$ cat src/include/frd_pkg.sv
// Constants, types and opcode fields for the frame release and indexed offset decoder.
// Assumes a core that presents one fetched instruction word per instruction cycle.
package frd_pkg;

  // ==========================================================
  // Widths
  localparam int unsigned PTR_W  = 12;
  localparam int unsigned LIT_W  = 6;
  localparam int unsigned FILE_W = 8;
  localparam int unsigned BANK_W = 4;

  // ==========================================================
  // Instruction word field positions
  localparam int unsigned OPC_LSB  = 8;
  localparam int unsigned SEL_LSB  = 6;
  localparam int unsigned ACC_BIT  = 8;
  localparam int unsigned DEST_BIT = 9;

  // ==========================================================
  // Opcode fields
  // Upper byte only; the select bits below it pick the pointer
  localparam logic [7:0] OPC_PTR_SUB   = 8'hE9;
  localparam logic [1:0] SEL_RELEASE   = 2'h3;
  localparam logic [7:0] IDX_LIMIT     = 8'h5F;
  localparam logic [7:0] ACC_SPLIT     = 8'h80;
  localparam logic [3:0] ACC_HIGH_BANK = 4'hF;
  localparam logic [PTR_W-1:0] PTR_RST = 12'h000;

  // ==========================================================
  // Types
  typedef enum logic [1:0] {
    FRD_IDLE,
    FRD_NOP
  } frd_state_t;

  typedef struct packed {
    logic             valid;
    logic [PTR_W-1:0] addr;
    logic             dest_file;
    logic             indexed;
  } frd_dacc_t;

  typedef struct packed {
    logic             load;
    logic [PTR_W-1:0] pc_value;
  } frd_ret_t;

endpackage : frd_pkg

$ cat src/core/frd_decode.sv
// Decode and execute of pointer subtract, frame release and indexed literal offset addressing.
// Assumes the core asserts INSTR_VALID for one CLK per executed instruction cycle.
// Assumes IS_FILE_OP comes from the core's own decode on the same clock.
`timescale 1ns/1ps
module frd_decode
  import frd_pkg::*;
#(
  parameter int unsigned PW = PTR_W
) (
  input  wire logic             CLK,
  input  wire logic             SYS_RST,
  input  wire logic             INSTR_VALID,
  input  wire logic [15:0]      INSTR_WORD,
  input  wire logic             EXT_ENABLE,
  input  wire logic [BANK_W-1:0] BANK_SELECT_VALUE,
  input  wire logic [PW-1:0]    RETURN_STACK_TOP,
  input  wire logic             IS_FILE_OP,
  output frd_dacc_t             DATA_ACCESS,
  output frd_ret_t              RETURN_LOAD,
  output logic                  POP_STACK,
  output logic                  FORCE_NOP,
  output logic [PW-1:0]         FRAME_POINTER_ZERO,
  output logic [PW-1:0]         FRAME_POINTER_ONE,
  output logic [PW-1:0]         FRAME_POINTER_TWO
);

  // ==========================================================
  // Elaboration checks
  // Struct fields follow the package widths, so PW is tied to them
  // Bank and file fields are glued into one address, so they must fill it
  if (PW != PTR_W) begin : g_pw_check
    $error("frd_decode: PW must equal PTR_W");
  end
  if (BANK_W + FILE_W != PW) begin : g_map_check
    $error("frd_decode: bank and file fields must fill the pointer");
  end
  if (LIT_W >= PW) begin : g_lit_check
    $error("frd_decode: literal must be narrower than the pointer");
  end
  if (IDX_LIMIT >= ACC_SPLIT) begin : g_idx_check
    $error("frd_decode: indexed range must stay in the low access half");
  end

  // ==========================================================
  // Field extraction
  logic              is_ptr_sub;
  logic              is_release;
  logic [1:0]        ptr_sel;
  logic [LIT_W-1:0]  lit;
  logic              acc_sel;
  logic              dest_sel;
  logic [FILE_W-1:0] fop;

  assign is_ptr_sub = (INSTR_WORD[OPC_LSB +: 8] == OPC_PTR_SUB);
  assign ptr_sel    = INSTR_WORD[SEL_LSB +: 2];
  assign lit        = INSTR_WORD[LIT_W-1:0];
  assign acc_sel    = INSTR_WORD[ACC_BIT];
  assign dest_sel   = INSTR_WORD[DEST_BIT];
  assign fop        = INSTR_WORD[FILE_W-1:0];
  assign is_release = is_ptr_sub && (ptr_sel == SEL_RELEASE);

  // ==========================================================
  // Helpers
  // Borrow beyond the top bit is dropped on purpose
  function automatic logic [PW-1:0] ptr_minus(input logic [PW-1:0] p,
                                               input logic [LIT_W-1:0] k);
    ptr_minus = p - {{(PW-LIT_W){1'b0}}, k};
  endfunction : ptr_minus

  // Zero extension of a file operand
  function automatic logic [PW-1:0] file_ext(input logic [FILE_W-1:0] f);
    file_ext = {{(PW-FILE_W){1'b0}}, f};
  endfunction : file_ext

  // Low access half in bank zero, high half in the top bank
  function automatic logic [PW-1:0] access_map(input logic [FILE_W-1:0] f);
    if (f < ACC_SPLIT) begin
      access_map = file_ext(f);
    end else begin
      access_map = {ACC_HIGH_BANK, f};
    end
  endfunction : access_map

  // Operand read as an offset from pointer two
  function automatic logic idx_hit(input logic              ext,
                                   input logic              a,
                                   input logic [FILE_W-1:0] f);
    idx_hit = ext && !a && (f <= IDX_LIMIT);
  endfunction : idx_hit

  // ==========================================================
  // Release sequence state
  frd_state_t state_ff;
  frd_state_t nxt_state;
  frd_ret_t   ret_ff;
  frd_ret_t   nxt_ret;
  logic       pop_ff;
  logic       nxt_pop;
  logic       take;

  assign take = INSTR_VALID && (state_ff == FRD_IDLE);

  always_comb begin
    nxt_state = state_ff;
    nxt_ret   = '0;
    nxt_pop   = 1'b0;
    case (state_ff)
      FRD_IDLE: begin
        if (take && is_release) begin
          nxt_ret.load     = 1'b1;
          nxt_ret.pc_value = RETURN_STACK_TOP;
          nxt_pop          = 1'b1;
          nxt_state        = FRD_NOP;
        end
      end
      FRD_NOP: begin
        // Swallowed cycle: no pointer update, no data access
        if (INSTR_VALID) begin
          nxt_state = FRD_IDLE;
        end
      end
      default: nxt_state = FRD_IDLE;
    endcase
  end

  always_ff @(posedge CLK or posedge SYS_RST) begin
    if (SYS_RST) begin
      state_ff <= FRD_IDLE;
      ret_ff   <= '0;
      pop_ff   <= 1'b0;
    end else begin
      state_ff <= nxt_state;
      ret_ff   <= nxt_ret;
      pop_ff   <= nxt_pop;
    end
  end

  // ==========================================================
  // Pointer file
  // No status flags live here, so a subtract never touches any
  logic [PW-1:0] fp0_ff;
  logic [PW-1:0] fp1_ff;
  logic [PW-1:0] fp2_ff;
  logic [PW-1:0] nxt_fp0;
  logic [PW-1:0] nxt_fp1;
  logic [PW-1:0] nxt_fp2;

  always_comb begin
    nxt_fp0 = fp0_ff;
    nxt_fp1 = fp1_ff;
    nxt_fp2 = fp2_ff;
    if (take && is_ptr_sub) begin
      case (ptr_sel)
        2'h0: nxt_fp0 = ptr_minus(fp0_ff, lit);
        2'h1: nxt_fp1 = ptr_minus(fp1_ff, lit);
        default: nxt_fp2 = ptr_minus(fp2_ff, lit);
      endcase
    end
  end

  always_ff @(posedge CLK or posedge SYS_RST) begin
    if (SYS_RST) begin
      fp0_ff <= PTR_RST;
      fp1_ff <= PTR_RST;
      fp2_ff <= PTR_RST;
    end else begin
      fp0_ff <= nxt_fp0;
      fp1_ff <= nxt_fp1;
      fp2_ff <= nxt_fp2;
    end
  end

  // ==========================================================
  // Operand classification
  // Only taken file instructions count; the swallowed cycle is ignored
  logic file_take;
  logic idx_now;

  assign file_take = take && IS_FILE_OP;
  assign idx_now   = idx_hit(EXT_ENABLE, acc_sel, fop);

  // ==========================================================
  // Effective data address
  // Uses the pointer before this cycle's update
  frd_dacc_t acc_ff;
  frd_dacc_t nxt_acc;

  always_comb begin
    nxt_acc           = '0;
    nxt_acc.dest_file = dest_sel;
    if (file_take) begin
      nxt_acc.valid = 1'b1;
      if (idx_now) begin
        // Pointer at zero yields the plain access map
        nxt_acc.indexed = 1'b1;
        nxt_acc.addr    = fp2_ff + file_ext(fop);
      end else if (!acc_sel) begin
        nxt_acc.addr = access_map(fop);
      end else begin
        nxt_acc.addr = {BANK_SELECT_VALUE, fop};
      end
    end
  end

  always_ff @(posedge CLK or posedge SYS_RST) begin
    if (SYS_RST) begin
      acc_ff <= '0;
    end else begin
      acc_ff <= nxt_acc;
    end
  end

  // ==========================================================
  // Outputs
  assign DATA_ACCESS        = acc_ff;
  assign RETURN_LOAD        = ret_ff;
  assign POP_STACK          = pop_ff;
  assign FORCE_NOP          = (state_ff == FRD_NOP);
  assign FRAME_POINTER_ZERO = fp0_ff;
  assign FRAME_POINTER_ONE  = fp1_ff;
  assign FRAME_POINTER_TWO  = fp2_ff;

endmodule : frd_decode

$ cat config.mk
export PLATFORM = sky130hd
export DESIGN_NAME = frd_decode
export DESIGN_NICKNAME = d
export VERILOG_FILES = /design/src/include/frd_pkg.sv /design/src/core/frd_decode.sv
export SDC_FILE = /design/constraint.sdc
export NUM_CORES = 1
export LEC_CHECK = 0
export BUFFER_PORTS_ARGS = -buffer_cell sky130_fd_sc_hd__buf_4
export CORE_ASPECT_RATIO = 0.7
export CORE_UTILIZATION = 50
export CTS_CLUSTER_SIZE = 8
export DETAILED_ROUTE_END_ITERATION = 8
export PLACE_DENSITY = 0.88
export SLEW_MARGIN = 20
export SYNTH_ARGS = -nofsm -noshare
export SYNTH_HDL_FRONTEND = slang
export SYNTH_SLANG_ARGS = --single-unit
$ cat constraint.sdc
create_clock -name CLK -period 4.15 [get_ports CLK]
set_clock_uncertainty 0.1 [all_clocks]
set_input_delay 0 -clock CLK [delete_from_list [all_inputs] [get_ports CLK]]
set_output_delay 0 -clock CLK [all_outputs]
set_load 0.05 [all_outputs]
==> impl_metrics.json, run 1 <==
{
  "initial_core_util_pct": 53.4,
  "power_mw": 1.49,
  "switching_share_pct": 29.6,
  "stdcell_count": 621,
  "slew_headroom_pct": 46.3,
  "grt_pass1_vias": 3252,
  "clk_pin_slew_ns": 0.08,
  "clock-sinks": 65,
  "worst_slew_pin_slew_ns": 0.805,
  "ys_seq_elements": 65,
  "hold_violations": 0,
  "critical_path.top_delay_family": "compound AO/OA/AOI/OAI gates",
  "worst_ep_arrival_time_ns": 3.06,
  "synthFlopType": "dfrtp_1",
  "wl_mm": 10.3,
  "htree_num_levels": 3,
  "syn-instance-count": 375,
  "fin_crit_sh_pct": 69.1,
  "crit_chain": "ha_1 > inv_1 > fa_1 > nor2_1 > o221ai_1 > a21oi_1 > xnor2_1 > a221oi_1 > dlygate4sd3_1",
  "seq_area_frac_synth_pct": 43.4,
  "syn_avg_cell_area_sq_um": 9.99,
  "setup_viol": 0,
  "std_cell_rows": 25,
  "cts_buffers": 9,
  "slowest_delay_ns": 0.58,
  "path_buf_inv": 2,
  "cts_root_buffer": "clkbuf_8",
  "die_w_microns": 105,
  "grt_pass1_wl_mm": 16.4,
  "first_pass_iters": 4,
  "hold_class": "primary input to flop",
  "outcome": "finished clean",
  "ys_warn_count": 0,
  "ant_nets": 0,
  "fin_crit_ns": 2.87,
  "crit_path_start_kind": "flop",
  "drive_gt1_share_pct": 25.6,
  "slowest_stage": "dlygate4sd3_1",
  "combPwrFrac_pct": 18.4,
  "final_nets": 589,
  "clockPowerShare_pct": 37.1,
  "intPower_mw": 1.05,
  "vias": 3429,
  "grt_usage_pct": 27.4,
  "yosysTopAreaCellShare_pct": 43.4,
  "slew_violations": 0,
  "vdd_ir_drop_max_mv": 0.243,
  "cts.path.max_buffers": 2,
  "die_area_sq_mm": 0.00785,
  "ys_top_cells_by_area": "dfrtp_1, ha_1, xor2_1, inv_1, nand2_1",
  "globalRouteOverflowTotal": 0,
  "powerDensity_mw_per_mm2": 286,
  "netlist_area_sq_mm": 0.00374,
  "drc": 0,
  "place_congestion": 0.941,
  "io_buffers": 102,
  "clk_latency_ns": 0.35,
  "core_sq_mm": 0.00701,
  "final.setup.tns_ns": 0,
  "yosysTopAreaCell": "dfrtp_1",
  "worstPathRequired_ns": 4.34,
  "n_antenna_cell": 0,
  "p_leak_nw": 2.81,
  "fmax_mhz": 349,
  "syn_nets": 442,
  "end_kind": "flop",
  "post_cts_buffers": 0,
  "power_frac_seq_pct": 44.5,
  "synth_edf_count": 0,
  "viasPerCell": 5.52,
  "wl_per_cell_microns": 16.6,
  "cts_tree": "built",
  "dp.cells": 560,
  "cp_max_fo": 4,
  "place.detailed.hpwl_mm": 6.91,
  "critical_path_class": "flop to flop",
  "dr.first_iter.drc_count": 214,
  "die_h_microns": 74.4,
  "maxCapViolations": 0,
  "antenna_found_initial": 0,
  "p_switching_uw": 442,
  "grt_max_degree": 66,
  "rsz0062_at_grt": "no",
  "async_flop_share_pct": 100,
  "syn2layout_area_growth_pct": 39.7,
  "synth.distinct_cells": 56,
  "io_pins": 103
}
==> metal layers <==
metal / wire (microns) / track usage, % / part of all wire (%)
met4: 110 / 6.57 / 1.1
met2: 4760 / 45.6 / 46
met5: 0 / 0 / 0
met3: 800 / 7.10 / 7.8
met1: 4610 / 36.6 / 45
==> placed cells by master (no fill, tap or decap), types with 3 or more instances in the layout <==
| master | synthesis | final |
|---|---|---|
| nand2_1 | 28 | 28 |
| o31ai_1 | 8 | 8 |
| o21ai_0 | 21 | 21 |
| a211oi_1 | 4 | 4 |
| and3_1 | 15 | 15 |
| inv_1 | 28 | 27 |
| nor2_1 | 26 | 26 |
| nor3_1 | 17 | 17 |
| nand3_1 | 7 | 7 |
| xnor2_1 | 7 | 7 |
| clkinvlp_4 | 0 | 3 |
| clkbuf_8 | 0 | 10 |
| xor2_1 | 21 | 21 |
| o21a_1 | 7 | 7 |
| nor2b_1 | 6 | 6 |
| ha_1 | 26 | 26 |
| buf_4 | 3 | 103 |
| dlygate4sd3_1 | 0 | 45 |
| a21o_1 | 4 | 4 |
| fa_1 | 4 | 4 |
| dfrtp_1 | 65 | 65 |
| nor4_1 | 4 | 4 |
| a21oi_1 | 18 | 18 |
==> worst min-delay path, stage by stage <==
cell	delay [ns]
buf_4	0.11
nand4_2	0.10
nor3_4	0.07
nand4_1	0.10
o21ai_0	0.08
==> per-stage QoR <==
| stage | util (%) | hold WS (ns) | cell area [sq um] | setup WS, ns |
|---|---|---|---|---|
| finish | 74.7 | 0.0644 | 5230 | 1.28 |
| global route | 74.7 | 0.0561 | 5230 | 1.14 |
| CTS | 74.7 | 0.0294 | 5230 | 1.33 |
| detailed placement | 65.3 | 0.0555 | 4580 | 1.82 |
| global placement | 65.3 | 0.0538 | 4580 | 1.86 |
| floorplan | - | -0.0686 | 3740 | 1.78 |
==> final timing paths <==
path,from,to,slack (ns),depth (start not counted)
max,FRAME_POINTER_TWO[0],DATA_ACCESS[10],1.28,9
min,INSTR_WORD[13],FRAME_POINTER_ZERO[3],0.06,5
max reg2reg,FRAME_POINTER_TWO[0],DATA_ACCESS[10],1.28,9
min reg2reg,FRAME_POINTER_ONE[11],FRAME_POINTER_ONE[11],0.37,1
max in group asynchronous,SYS_RST,FRAME_POINTER_TWO[7],3.05,4
min in group asynchronous,SYS_RST,RETURN_LOAD[0],0.38,4
==> cell usage after synthesis (all sizes together), types with 4 or more instances <==
cell / n
clkbuf: 7
fa: 4
a211oi: 4
inv: 28
a21oi: 18
nor2b: 6
nor4: 6
o31ai: 8
nor4b: 4
o21ai: 21
and3: 15
xor2: 21
xnor2: 7
a21o: 4
dfrtp: 65
nand2: 28
buf: 5
nor3: 18
ha: 26
o21a: 7
nand3: 9
nor2: 26
==> layout make-up <==
cell class	instances	area, sq um
multi-input combinational	270	1950
clock inverter	6	66.3
sequential	65	1630
tap	94	118
timing repair buffer	148	1220
fill	469	1780
inverter	28	105
clock buffer	10	138
==> power groups by stage <==
stage                     logic, mW  clock network (mW)  registers, mW
after global routing          0.297               0.596          0.666
after global placement        0.241                   0          0.676
after CTS                     0.272               0.567          0.664
after detailed placement      0.247                   0          0.676
after floorplan               0.101                   0          0.731
final                         0.275               0.554          0.665
==> repair_timing <==
action	in CTS	in global routing
hold buffers	45	0
endpoints found under the hold margin	97	0
endpoints found under the setup margin	0	0
gates resized for setup	0	0
==> sequential cells by signal, summed over array words and instances (netlist names) <==
name,count
state_ff,1
POP_STACK,1
FRAME_POINTER_ZERO,12
FRAME_POINTER_TWO,12
FRAME_POINTER_ONE,12
RETURN_LOAD,12
DATA_ACCESS,15
==> cells by family (layout without fill, tap and decap cells) <==
kind of cell             after synthesis  count (layout)  synth area share [%]
flip-flops                            65              65                  43.4
AND/OR/NAND/NOR                      131             131                  20.3
XOR/XNOR                              28              28                  6.55
AO/OA/AOI/OAI                         78              78                  13.7
multiplexers                           3               3                 0.835
buffers and inverters                 40             192                  4.38
adder cells (fa/ha/maj)               30              30                  10.8
No activity file was read; power rests on OpenSTA's default activity.
==> run 2: changes to the inputs <==
--- a/config.mk
+++ b/config.mk
@@ -5,12 +5,13 @@
 export SDC_FILE = /design/constraint.sdc
 export NUM_CORES = 1
 export LEC_CHECK = 0
+export ABC_AREA = 1
 export BUFFER_PORTS_ARGS = -buffer_cell sky130_fd_sc_hd__buf_4
 export CORE_ASPECT_RATIO = 0.7
 export CORE_UTILIZATION = 50
 export CTS_CLUSTER_SIZE = 8
 export DETAILED_ROUTE_END_ITERATION = 8
-export PLACE_DENSITY = 0.88
+export PLACE_DENSITY = 0.86
 export SLEW_MARGIN = 20
 export SYNTH_ARGS = -nofsm -noshare
 export SYNTH_HDL_FRONTEND = slang
==> constraint.sdc (replaced) <==
create_clock -name CLK -period 2.93 [get_ports CLK]
set_clock_uncertainty 0.1 [all_clocks]
set_input_delay 0 -clock CLK [delete_from_list [all_inputs] [get_ports CLK]]
set_output_delay 0 -clock CLK [all_outputs]
set_load 0.05 [all_outputs]
==> run 2 against run 1 <==
Count of clock-buffer cells in the layout is the same. Setup slack lost 0.43 ns. Clock power grew 110%. Routed wire length grew 13%. Non-clock buffer count shrank 22. Fmax grew 38%. Area after synthesis grew 15%. Sequential share of layout area shrank 2.4 points. First-iteration DRC count grew 100%. Cell count grew 30%. Critical path type unchanged. Largest cell class unchanged.
==> impl_metrics.json, run 2 <==
{
  "yosysTopAreaCellShare_pct": 37.8,
  "syn_avg_cell_area_sq_um": 7.45,
  "synthMuxAreaShare_pct": 0,
  "stdcell_count": 808,
  "clk_latency_ns": 0.33,
  "grt_util_met2_pct": 44.4,
  "use_met3_pct": 8.05,
  "fin_crit_sh_pct": 71.0,
  "viasPerCell": 5.19,
  "fmax_mhz": 481,
  "syn_nets": 644,
  "end_kind": "flop",
  "syn-instance-count": 577,
  "rsz0062_at_grt": "no",
  "syn2layout_area_growth_pct": 31.8,
  "clock-sinks": 65,
  "fillCellCount": 660,
  "die_area_sq_mm": 0.00898,
  "fin_crit_ns": 2.08,
  "clk_pin_slew_ns": 0.06,
  "seqCellArea_sq_mm": 0.00163,
  "drc": 0,
  "outcome": "finished clean",
  "maxCapViolations": 0,
  "setup_viol": 0,
  "place_congestion": 0.944,
  "antenna_found_initial": 0,
  "cp_max_fo": 7,
  "synth_fa_ha_area_share_pct": 9.43,
  "htree_num_levels": 3,
  "power_mw": 2.44,
  "vias": 4197,
  "dr.first_iter.drc_count": 427,
  "std_cell_rows": 27,
  "synthFlopType": "dfrtp_1",
  "grt_pass1_vias": 3997,
  "crit_path_start_kind": "flop",
  "first_pass_iters": 5,
  "netlist_area_sq_mm": 0.00430,
  "mostFrequentLayoutCell": "nand2_1",
  "wl_mm": 11.6,
  "largest_reg_flops": 15,
  "grt_max_degree": 35,
  "ys_top_cells_by_area": "dfrtp_1, nand2_1, inv_1, ha_1, nor2_1",
  "ys_top_cells_by_count": "nand2_1, inv_1, dfrtp_1",
  "slew_violations": 0,
  "powerDensity_mw_per_mm2": 431,
  "ys_warn_count": 0,
  "cts_buffers": 9,
  "cts_root_buffer": "clkbuf_16",
  "io_buffers": 102,
  "synth_top_family_by_area": "simple AND/OR/NAND/NOR gates",
  "critical_path_class": "flop to flop",
  "switching_share_pct": 26.4,
  "combPwrFrac_pct": 14.6,
  "slew_headroom_pct": 51.7,
  "clockPowerShare_pct": 47.4,
  "vdd_ir_drop_max_mv": 0.278,
  "wl_per_cell_microns": 14.3,
  "multi_input_area_sq_mm": 0.00218,
  "p_leak_nw": 3.08,
  "die_h_microns": 79.6,
  "yosysMostFrequentCell": "nand2_1",
  "yosys.area_share.simple_pct": 27.7,
  "n_antenna_cell": 0,
  "final.setup.tns_ns": 0,
  "worst_ep_arrival_time_ns": 2.17,
  "async_flop_share_pct": 100,
  "synth_compound_area_share_pct": 10.1,
  "p_switching_uw": 643,
  "worstPathRequired_ns": 3.02,
  "globalRouteOverflowTotal": 0,
  "core_sq_mm": 0.00811,
  "yosysTopAreaCell": "dfrtp_1",
  "cts-resized-gates": 0,
  "power_frac_seq_pct": 38.0,
  "synth_xor_area_share_pct": 3.46,
  "ant_nets": 0,
  "ys_seq_elements": 65,
  "synth.distinct_cells": 35,
  "intPower_mw": 1.80,
  "drive_gt1_share_pct": 20.2,
  "synth_edf_count": 0,
  "busiest_layer": "met2",
  "worst_slew_pin_slew_ns": 0.723,
  "cts_tree": "built",
  "grt_usage_pct": 28.1,
  "hold_violations": 0,
  "grt_pass1_wl_mm": 19.4,
  "dp.cells": 769,
  "grt_use_met1_pct": 37.1,
  "io_pins": 103,
  "die_w_microns": 113,
  "place.detailed.hpwl_mm": 8.66,
  "final_cell_mix": "nand2_1, inv_1, buf_4",
  "cts.path.max_buffers": 2,
  "seq_area_frac_synth_pct": 37.8,
  "final_nets": 769,
  "hold_class": "primary input to flop",
  "initial_core_util_pct": 53.0
}
run 2: changes by cell type in the layout (fill, tap and decap cells not counted), moves of 8 or more:
| cell | delta |
|---|---|
| a21oi_1 | +11 |
| and3_1 | -15 |
| clkbuf_16 | +9 |
| clkbuf_8 | -10 |
| dlygate4sd3_1 | -22 |
| inv_1 | +75 |
| nand2_1 | +111 |
| nand3_1 | +33 |
| nand4_1 | +8 |
| nor2_1 | +37 |
| o21ai_2 | +10 |
| o31ai_1 | -8 |
| xor2_1 | -8 |
run 2: final cells by class:
class,count,share of cell area (%)
Sequential cell,65,28.7
Clock buffer,10,4.04
Clock inverter,6,1.61
Tap cell,101,2.23
Timing Repair Buffer,126,17.9
Multi-Input combinational cell,395,38.5
Inverter,105,6.96
run 2: final timing paths:
kind,from,end,slack (ns),cells past startpoint
worst max-delay path,FRAME_POINTER_TWO[2],FRAME_POINTER_TWO[5],0.85,7
worst min-delay path,BANK_SELECT_VALUE[2],DATA_ACCESS[12],0.03,5
worst max register to register,FRAME_POINTER_TWO[2],FRAME_POINTER_TWO[5],0.85,7
worst min register to register,FRAME_POINTER_ONE[3],FRAME_POINTER_ONE[3],0.41,2
max in group asynchronous,SYS_RST,DATA_ACCESS[8],1.85,4
min in group asynchronous,SYS_RST,FRAME_POINTER_ZERO[9],0.25,3
run 2: critical path: stages, from the launching register on:
cell	delay, ns
dfrtp_1	0.42
ha_1	0.45
nand2_1	0.08
o21ai_0	0.37
nand2_1	0.13
nand2_1	0.13
xor2_1	0.15
o21ai_0	0.10
run 2: repair_timing:
| action | 4_1_cts | 5_1_grt |
|---|---|---|
| buffers inserted | 0 | 0 |
| hold buffers | 23 | 0 |
| hold endpoints to repair | 57 | 0 |
run 2: cell families after synthesis:
kind of cell	count (synthesis)
and+or+nand+nor	276
AOI/OAI and AO/OA	72
xor gates and xnor gates	17
adders and majority gates	30
buffers and inverters	117
DFF	65
run 2: through the flow:
stage | util (%) | setup slack (ns) | hold WS [ns] | instance area, sq um
detailed placement | 63.1 | 0.912 | 0.0329 | 5110
floorplan | - | 0.814 | -0.0686 | 4300
global placement | 63.1 | 1.01 | 0.0274 | 5110
global route | 69.8 | 0.704 | 0.0403 | 5660
CTS | 69.8 | 0.895 | 0.0148 | 5660
finish | 69.8 | 0.850 | 0.0280 | 5660
run 2: per-layer routing:
metal	wire, microns	vias up	share of wire, %
met5	0	-	0
met4	226	0	2.0
met3	1050	23	9.0
met2	5030	210	43
met1	5280	1901	46
li1	-	2063	-
run 2: power by group through the flow:
stage | logic, mW | clock network, mW | registers, mW
6_report | 0.357 | 1.16 | 0.927
5_1_grt | 0.392 | 1.23 | 0.927
4_1_cts | 0.356 | 1.18 | 0.926
3_5_place_dp | 0.329 | 0 | 0.942
3_3_place_gp | 0.324 | 0 | 0.942
2_1_floorplan | 0.152 | 0 | 0.996
